File: config.mk
export PLATFORM = sky130hd
export DESIGN_NAME = fsu_top
export DESIGN_NICKNAME = d
export VERILOG_FILES = /design/src/logic/fsu_pkg.sv /design/src/logic/fsu_key_cmp.sv /design/src/logic/fsu_sync.sv /design/src/logic/fsu_top.sv
export SDC_FILE = /design/constraint.sdc
export NUM_CORES = 1
export LEC_CHECK = 0
export BUFFER_PORTS_ARGS = -buffer_cell sky130_fd_sc_hd__buf_2
export CORE_MARGIN = 4
export CORE_UTILIZATION = 52
export DETAILED_ROUTE_END_ITERATION = 16
export PLACE_DENSITY_LB_ADDON = 0.12
export REMOVE_ABC_BUFFERS = 1
export SYNTH_ARGS = -nofsm -noshare
export SYNTH_HDL_FRONTEND = slang
export SYNTH_SLANG_ARGS = --single-unit
File: constraint.sdc
create_clock -name CLK -period 3.18 [get_ports CLK]
set_clock_uncertainty 0.2 [all_clocks]
set_input_delay 0.318 -clock CLK [delete_from_list [all_inputs] [get_ports CLK]]
set_output_delay 0.318 -clock CLK [all_outputs]
set_load 0.05 [all_outputs]
File: src/logic/fsu_pkg.sv
/*
  Constants for the flash security unlock block: register offsets, status
  bit positions, command codes, field values and command run times.
  Assumes a single 250 MHz bus clock and the plain register port of the
  top module.
*/
package fsu_pkg;
  // ****************************************************
  // Register offsets
  // ****************************************************
  localparam logic [2:0] OFS_STATUS = 3'h0;
  localparam logic [2:0] OFS_INDEX = 3'h1;
  localparam logic [2:0] OFS_PARAM = 3'h2;
  localparam logic [2:0] OFS_SECURITY = 3'h3;
  localparam logic [2:0] OFS_MARGIN = 3'h4;
  // ****************************************************
  // Status bit positions
  // ****************************************************
  localparam int BIT_CMD_COMPLETE_FLAG = 7;
  localparam int BIT_ACCESS_ERROR_FLAG = 5;
  localparam int BIT_PROTECTION_VIOLATION_FLAG = 4;
  localparam int BIT_VERR = 1;
  localparam int BIT_VUNC = 0;
  // ****************************************************
  // Commands, indices and field values
  // ****************************************************
  localparam logic [7:0] CMD_ERASE_VERIFY_ALL = 8'h01;
  localparam logic [7:0] CMD_VERIFY_KEY = 8'h0C;
  localparam logic [7:0] CMD_USER_MARGIN = 8'h0D;
  localparam logic [2:0] IDX_EVA_LAST = 3'h0;
  localparam logic [2:0] IDX_MARGIN_LAST = 3'h1;
  localparam logic [2:0] IDX_KEY_LAST = 3'h4;
  localparam logic [1:0] KEY_ENABLE_FIELD_ON = 2'h2;
  localparam logic [1:0] SEC_OPEN = 2'h2;
  localparam int NUM_KEYS = 4;
  localparam int NUM_PARAMS = 5;
  // ****************************************************
  // Command run times in bus cycles
  // ****************************************************
  localparam logic [16:0] KEY_CYCLES = 17'h001E1;    // 481
  localparam logic [16:0] MARGIN_CYCLES = 17'h0018F; // 399
  localparam int EVA_CYCLES_DEF = 35345;
endpackage

File: src/logic/fsu_key_cmp.sv
/*
  One key word comparator: supplied word against stored word.
  Assumes both words are stable on the bus clock.
*/
`timescale 1ns/1ps
module fsu_key_cmp #(
  parameter int W = 16
) (
  // Words
  input wire logic [W-1:0] supplied,
  input wire logic [W-1:0] stored,
  // Result
  output logic match
);
  // Exact compare, one word per instance
  assign match = (supplied == stored);
endmodule

File: src/logic/fsu_sync.sv
/*
  Three-flop input synchroniser with agreement filter.
  Assumes the input comes from outside the bus clock domain.
*/
`timescale 1ns/1ps
module fsu_sync #(
  parameter int W = 2
) (
  // Clock and reset
  input wire logic clk,
  input wire logic rst,
  // Data
  input wire logic [W-1:0] din,
  output logic [W-1:0] dout
);
  logic [W-1:0] s1;
  logic [W-1:0] s2;
  logic [W-1:0] s3;
  // Shift chain; first stage feeds only the second
  always_ff @(posedge clk) begin
    if (rst) begin
      s1 <= '0;
      s2 <= '0;
      s3 <= '0;
    end else begin
      s1 <= din;
      s2 <= s1;
      s3 <= s2;
    end
  end
  // A change counts only once stages two and three agree
  always_ff @(posedge clk) begin
    if (rst) begin
      dout <= '0;
    end else if (s2 == s3) begin
      dout <= s3;
    end
  end
endmodule

File: src/logic/fsu_top.sv
/*
  Flash security unlock sequencer: command launch, key verification with
  lockout, user margin level and erase-verify-all unsecure path.
  Assumes the stored security byte and keys are presented by the flash
  configuration field, and the blank results come from the array.
*/
// Chosen here: the address map and strobed register access.
`timescale 1ns/1ps
module fsu_top #(
  parameter int ERASE_VERIFY_CYCLES = fsu_pkg::EVA_CYCLES_DEF
) (
  // Clock and reset
  input wire logic CLK,
  input wire logic RST,
  // Register port
  input wire logic [2:0] ADDR,
  input wire logic [15:0] WDATA,
  input wire logic WR,
  input wire logic RD,
  output logic [15:0] RDATA,
  // Stored configuration field
  input wire logic [7:0] STORED_SEC_BYTE,
  input wire logic [15:0] KEY_WORD0,
  input wire logic [15:0] KEY_WORD1,
  input wire logic [15:0] KEY_WORD2,
  input wire logic [15:0] KEY_WORD3,
  // Array blank results, pflash and data memory
  input wire logic PFLASH_BLANK,
  input wire logic DMEM_BLANK,
  // Security outputs
  output logic SECURED,
  output logic DEBUG_ALL_EN,
  output logic [1:0] MARGIN_BLOCK,
  output logic [15:0] MARGIN_LEVEL
);
  typedef enum {FSU_IDLE, FSU_BUSY} fsu_state_t;

  fsu_state_t state;
  logic [16:0] count;
  logic [7:0] run_cmd;
  logic cmd_complete_flag;
  logic access_error_flag;
  logic protection_violation_flag;
  logic verify_error_status;
  logic verify_uncorrectable_status;
  logic [2:0] param_index_ptr;
  logic [15:0] cmd_param_words [fsu_pkg::NUM_PARAMS];
  logic [1:0] security_state_field;
  logic [1:0] key_enable_field;
  logic cfg_loaded;
  logic lockout;
  logic [15:0] stored_key [fsu_pkg::NUM_KEYS];
  logic [fsu_pkg::NUM_KEYS-1:0] key_match;
  logic all_match;
  logic [1:0] blank;
  logic launch;
  logic [7:0] code;
  logic early_err;
  logic finish;
  logic [16:0] eva_cycles;
  logic [16:0] key_age;

  assign eva_cycles = 17'(ERASE_VERIFY_CYCLES);

  // ****************************************************
  // Key comparison and blank input crossing
  // ****************************************************
  assign stored_key[0] = KEY_WORD0;
  assign stored_key[1] = KEY_WORD1;
  assign stored_key[2] = KEY_WORD2;
  assign stored_key[3] = KEY_WORD3;

  // Key n against parameter word n+1, key 0 against the lowest stored word
  generate
    for (genvar k = 0; k < fsu_pkg::NUM_KEYS; k++) begin : g_cmp
      fsu_key_cmp #(.W(16)) u_cmp (
        .supplied(cmd_param_words[k+1]),
        .stored(stored_key[k]),
        .match(key_match[k])
      );
    end
  endgenerate
  assign all_match = &key_match;

  // Blank results settle on an array timebase, so cross them
  fsu_sync #(.W(2)) u_sync (
    .clk(CLK),
    .rst(RST),
    .din({PFLASH_BLANK, DMEM_BLANK}),
    .dout(blank)
  );

  // ****************************************************
  // Command launch decode
  // ****************************************************
  // Launch is a one written to the complete flag while idle and error-free
  assign launch = WR && (ADDR == fsu_pkg::OFS_STATUS) && WDATA[fsu_pkg::BIT_CMD_COMPLETE_FLAG]
                  && cmd_complete_flag && !access_error_flag
                  && !protection_violation_flag && cfg_loaded;
  assign code = cmd_param_words[0][15:8];

  // Launch-time checks that end a command without running it
  always_comb begin
    early_err = 1'b1;
    case (code)
      fsu_pkg::CMD_VERIFY_KEY: begin
        early_err = (param_index_ptr != fsu_pkg::IDX_KEY_LAST)
                    || (key_enable_field != fsu_pkg::KEY_ENABLE_FIELD_ON)
                    || lockout;
      end
      fsu_pkg::CMD_USER_MARGIN: early_err = (param_index_ptr != fsu_pkg::IDX_MARGIN_LAST);
      fsu_pkg::CMD_ERASE_VERIFY_ALL: early_err = (param_index_ptr != fsu_pkg::IDX_EVA_LAST);
      default: early_err = 1'b1;
    endcase
  end

  assign finish = (state == FSU_BUSY) && (count == 17'h00001);

  // ****************************************************
  // Sequencer
  // ****************************************************
  // Runs a command for its documented number of bus cycles
  always_ff @(posedge CLK) begin
    if (RST) begin
      state <= FSU_IDLE;
      count <= 17'h00000;
      run_cmd <= 8'h00;
    end else begin
      case (state)
        FSU_IDLE: begin
          if (launch && !early_err) begin
            state <= FSU_BUSY;
            run_cmd <= code;
            if (code == fsu_pkg::CMD_VERIFY_KEY) begin
              count <= fsu_pkg::KEY_CYCLES;
            end else if (code == fsu_pkg::CMD_USER_MARGIN) begin
              count <= fsu_pkg::MARGIN_CYCLES;
            end else begin
              count <= eva_cycles;
            end
          end
        end
        FSU_BUSY: begin
          count <= count - 17'h00001;
          if (finish) begin
            state <= FSU_IDLE;
          end
        end
        default: state <= FSU_IDLE;
      endcase
    end
  end

  // ****************************************************
  // Status flags
  // ****************************************************
  // Complete flag drops on an accepted launch and returns when the command ends
  always_ff @(posedge CLK) begin
    if (RST) begin
      cmd_complete_flag <= 1'b1;
    end else if (launch) begin
      cmd_complete_flag <= early_err;
    end else if (finish) begin
      cmd_complete_flag <= 1'b1;
    end
  end

  // Error flags: access error set wins over a write-one clear in the same cycle; protection violation is only ever cleared here
  always_ff @(posedge CLK) begin
    if (RST) begin
      access_error_flag <= 1'b0;
      protection_violation_flag <= 1'b0;
    end else begin
      if ((launch && early_err)
          || (finish && run_cmd == fsu_pkg::CMD_VERIFY_KEY && !all_match)) begin
        access_error_flag <= 1'b1;
      end else if (WR && ADDR == fsu_pkg::OFS_STATUS && WDATA[fsu_pkg::BIT_ACCESS_ERROR_FLAG]) begin
        access_error_flag <= 1'b0;
      end
      if (WR && ADDR == fsu_pkg::OFS_STATUS && WDATA[fsu_pkg::BIT_PROTECTION_VIOLATION_FLAG]) begin
        protection_violation_flag <= 1'b0;
      end
    end
  end

  // Verify results belong to the last command; cleared at each launch
  always_ff @(posedge CLK) begin
    if (RST || launch) begin
      verify_error_status <= 1'b0;
      verify_uncorrectable_status <= 1'b0;
    end else if (finish && run_cmd == fsu_pkg::CMD_ERASE_VERIFY_ALL) begin
      verify_error_status <= ~&blank;
    end
  end

  // ****************************************************
  // Parameter words and index pointer
  // ****************************************************
  // Writes land at the word that the index pointer selects; frozen while busy
  always_ff @(posedge CLK) begin
    if (RST) begin
      param_index_ptr <= 3'h0;
      for (int i = 0; i < fsu_pkg::NUM_PARAMS; i++) begin
        cmd_param_words[i] <= 16'h0000;
      end
    end else if (state == FSU_IDLE && cmd_complete_flag) begin
      if (WR && ADDR == fsu_pkg::OFS_INDEX) begin
        param_index_ptr <= WDATA[2:0];
      end
      if (WR && ADDR == fsu_pkg::OFS_PARAM
          && param_index_ptr < 3'(fsu_pkg::NUM_PARAMS)) begin
        cmd_param_words[param_index_ptr] <= WDATA;
      end
    end
  end

  // ****************************************************
  // Security state and lockout
  // ****************************************************
  // Stored byte is sampled once after reset release; it is never written here
  always_ff @(posedge CLK) begin
    if (RST) begin
      cfg_loaded <= 1'b0;
      key_enable_field <= 2'h0;
      security_state_field <= 2'h0;
    end else if (!cfg_loaded) begin
      cfg_loaded <= 1'b1;
      key_enable_field <= STORED_SEC_BYTE[7:6];
      security_state_field <= STORED_SEC_BYTE[1:0];
    end else if (finish && run_cmd == fsu_pkg::CMD_VERIFY_KEY && all_match) begin
      security_state_field <= fsu_pkg::SEC_OPEN;
    end else if (finish && run_cmd == fsu_pkg::CMD_ERASE_VERIFY_ALL && &blank) begin
      security_state_field <= fsu_pkg::SEC_OPEN;
    end
  end

  // A failed key attempt locks out until reset only
  always_ff @(posedge CLK) begin
    if (RST) begin
      lockout <= 1'b0;
    end else if (finish && run_cmd == fsu_pkg::CMD_VERIFY_KEY && !all_match) begin
      lockout <= 1'b1;
    end
  end

  // Margin level for later reads of the selected block
  always_ff @(posedge CLK) begin
    if (RST) begin
      MARGIN_BLOCK <= 2'h0;
      MARGIN_LEVEL <= 16'h0000;
    end else if (finish && run_cmd == fsu_pkg::CMD_USER_MARGIN) begin
      MARGIN_BLOCK <= cmd_param_words[0][1:0];
      MARGIN_LEVEL <= cmd_param_words[1];
    end
  end

  assign SECURED = cfg_loaded && (security_state_field != fsu_pkg::SEC_OPEN);
  assign DEBUG_ALL_EN = !SECURED;

  // ****************************************************
  // Read port
  // ****************************************************
  // Unmapped offsets read zero
  always_ff @(posedge CLK) begin
    if (RST) begin
      RDATA <= 16'h0000;
    end else if (RD) begin
      case (ADDR)
        fsu_pkg::OFS_STATUS: begin
          RDATA <= {8'h00, cmd_complete_flag, 1'b0, access_error_flag,
                    protection_violation_flag, 2'h0, verify_error_status,
                    verify_uncorrectable_status};
        end
        fsu_pkg::OFS_INDEX: RDATA <= {13'h0000, param_index_ptr};
        fsu_pkg::OFS_PARAM: begin
          RDATA <= (param_index_ptr < 3'(fsu_pkg::NUM_PARAMS))
                   ? cmd_param_words[param_index_ptr] : 16'h0000;
        end
        fsu_pkg::OFS_SECURITY: begin
          RDATA <= {8'h00, key_enable_field, 3'h0, lockout, security_state_field};
        end
        fsu_pkg::OFS_MARGIN: RDATA <= {MARGIN_BLOCK, MARGIN_LEVEL[13:0]};
        default: RDATA <= 16'h0000;
      endcase
    end
  end

  // Cycles since an accepted key launch, kept apart from the run counter
  always_ff @(posedge CLK) begin
    if (RST || finish) begin
      key_age <= 17'h00000;
    end else if (launch && !early_err && code == fsu_pkg::CMD_VERIFY_KEY) begin
      key_age <= 17'h00001;
    end else if (key_age != 17'h00000) begin
      key_age <= key_age + 17'h00001;
    end
  end
endmodule

==> results.sh <==
export IMPL_die_area_um2=20880
export IMPL_cts_tree="yes"
export IMPL_netlist_instances=793
export IMPL_num_fill_cells=1432
export IMPL_finalHoldViolations=0
export IMPL_fp_coreArea_um2=18150
export IMPL_avgSynthCellArea_um2=12.22
export IMPL_ys_flop_type="edfxtp_1"
export IMPL_netlist_area_um2=9689
export IMPL_num_vias=7097
export IMPL_gr_total_overflow=0
export IMPL_ys_ff_latch=211
export IMPL_viasPerCell=5.691
export IMPL_die_w_um=144.5
export IMPL_drv_cap=0
export IMPL_wl_met1_mm=11.41
export IMPL_totalWireLength_mm=26.31
export IMPL_drcViolationCount=0
export IMPL_clk_path_buf_depth=3
export IMPL_antenna_cells=0
export IMPL_drtIter0Drc=640
export IMPL_cts_root_buffer_cell="clkbuf_16"
export IMPL_wl_met2_mm=12.65
export IMPL_synth_distinct_cells=66
export IMPL_min_period_over_period_pct=82.36
export IMPL_clk_insertion_delay_late_ns=0.51
export IMPL_dieHeight_um=144.5
export IMPL_endpoint_kind="register"
export IMPL_p_leak_uw=0.004541
export IMPL_yosys_cell_count_top_type="edfxtp_1"
export IMPL_post_dp_hpwl_mm=18.37
export IMPL_cp_data_arrival_time_ns=2.80
export IMPL_cts_buffers=23
export IMPL_netlist_area_leader_share_pct=39.67
export IMPL_synth_top_area_cell="edfxtp_1"
export IMPL_r2r_slack_ns=0.56
export IMPL_htreeDepth=1
export IMPL_status="finished, final reports clean"
export IMPL_power_density_nw_per_um2=509.0
export IMPL_tns_ns=0
export IMPL_track_usage_pct=25.71
export IMPL_initial_utilization_pct=53.39
export IMPL_clk_pin_slew_ns=0.06
export IMPL_ir_drop_v=0.0003493
export IMPL_fmaxAchievable_ghz=0.3818
export IMPL_yosysSeqAreaShare_pct=56.82
export IMPL_yosysWarnings=0
export IMPL_port_buffer_count=128
export IMPL_setup_violations_final=0
export IMPL_design_area_um2=11810
export IMPL_synthArstFlopShare_pct=0
export IMPL_finalNetCount=1100
export IMPL_final_layout_size_suffix_gt1_share_pct=24.46
export IMPL_fin_crit_ns=2.619
export IMPL_relSlewSlack_pct=44.78
export IMPL_tightestPinTransition_ns=0.8208
export IMPL_critPathKind="reg -> reg"
export IMPL_wl_met3_mm=1.626
export IMPL_top_layer="met4"
export IMPL_grt_start_max_net_pins=33
export IMPL_io_pins=133
export IMPL_avgRoutedWirePerCell_um=21.10
export IMPL_grt_pass1_wl_mm=40.53
export IMPL_critPathMaxFanout=5
export IMPL_rows=49
export IMPL_area_growth_pct=21.85
export IMPL_cts_sinks=211
export IMPL_crit_required_ns=3.36
export IMPL_hold_class="in -> reg"
export IMPL_netlist_top_cells_area="edfxtp_1, dfxtp_1, mux4_2"
export IMPL_rsz0062_at_grt="no"
export IMPL_place_ws_ns=0.6049
export IMPL_setup_ws_ns=0.5610
export IMPL_ant_nets=0
export IMPL_ff_latch_area_um2=5508
export IMPL_grt_pass1_vias=7068
export IMPL_cp_start_kind="register"
export IMPL_synth_common_cells="edfxtp_1, dfxtp_1, xnor2_1, and2_1, nand2_1"
export IMPL_multi_input_area_um2=4148
export IMPL_synth_edff_count=128
export IMPL_placed_area_um2=10870
export IMPL_finalMaxSlewViolations=0
export IMPL_place_congestion=0.8454
export IMPL_antenna_found_initial=0
export IMPL_firstDrtPassIters=5
[per-stage QoR]
stage                     total power, µW  hold WS (ns)  utilization, %  std cells
after detailed placement             3520        0.2354           59.91       1183
after global placement               3516        0.2302           59.91       1183
after global routing                 6205        0.1168           65.06       1247
after CTS                            6043       0.07460           65.06       1247
after floorplan                      3300        0.1871               -        799
final                                6009       0.08723           65.06       1247
[sequential cells by signal, summed over array words and instances, names as in the netlist, 2 cells and up, named ones only]
name and count:
cmd_param_words 128, count 17, MARGIN_LEVEL 16, RDATA 16, run_cmd 8, param_index_ptr 3
MARGIN_BLOCK 2, key_enable_field 2, security_state_field 2, u_sync.dout 2, u_sync.s1 2, u_sync.s2 2
u_sync.s3 2
[layout make-up]
class                   count  share of cell area [%]
multi-input cells         575                   35.13
well taps                 229                   2.427
flip-flops and latches    211                   46.65
inverters                  13                  0.4133
clock buffers              37                   5.797
repair buffers            177                   9.326
clock inverters             5                  0.2543
[kinds of logic after synthesis]
logic type	share of synthesized area, %
buffers and inverters	2.324
adders and majority gates	0.2582
AOI/OAI and AO/OA	7.064
xor gates and xnor gates	6.237
and+or+nand+nor	17.01
other	0.03870
muxes	10.25
DFF	56.82
[repair_timing]
| action | 4_1_cts | 5_1_grt |
|---|---|---|
| buffers inserted | 0 | 0 |
| hold buffers | 22 | 0 |
| resized for setup | 0 | 0 |
| hold endpoints to repair | 85 | 0 |
[final timing paths]
kind,startpoint,depth (start not counted),to
min reg2reg,u_sync.s1[0],1,u_sync.s2[0]
min,RD,3,RDATA[7]
max reg2reg,cmd_param_words[0][9],6,count[15]
max,cmd_param_words[0][9],6,count[15]
[metal layers]
metal,vias to the layer above,global-route usage (%)
met4,0,6.529
met2,271,42.60
met1,3460,35.96
met5,-,0
met3,48,3.737
li1,3318,-
[worst max-delay path, cell delays in order (launching register included)]
cell      delay (ns)
edfxtp_1        0.39
or4_1           0.66
nor3_1          0.36
o21ai_0         0.20
a21oi_1         0.33
or2_1           0.24
o21ai_0         0.10
[layout by cell type, fill, tap and decap left out, types with 8 or more instances in the layout]
| master | instances |
|---|---|
| a21oi_1 | 37 |
| nor3_1 | 9 |
| and3_1 | 25 |
| xnor2_1 | 69 |
| nand2_1 | 64 |
| mux2i_1 | 16 |
| dlygate4sd3_1 | 22 |
| and2_1 | 67 |
| a222oi_1 | 10 |
| inv_1 | 12 |
| o21ai_0 | 14 |
| mux2_2 | 10 |
| conb_1 | 48 |
| edfxtp_1 | 128 |
| clkbuf_1 | 8 |
| nand3_1 | 10 |
| nor2_1 | 44 |
| buf_2 | 128 |
| dfxtp_1 | 81 |
| buf_4 | 24 |
| clkbuf_16 | 24 |
| nor4_1 | 11 |
| nor2b_1 | 8 |
| mux4_2 | 32 |
| nand4_1 | 21 |
[power breakdown]
group / switching [µW] / internal (µW) / total (µW)
Combinational: 239 / 193 / 432
Sequential: 56.3 / 3000 / 3060
Clock: 1050 / 1470 / 2520
Note: power is estimated with default switching activity, not from simulation.
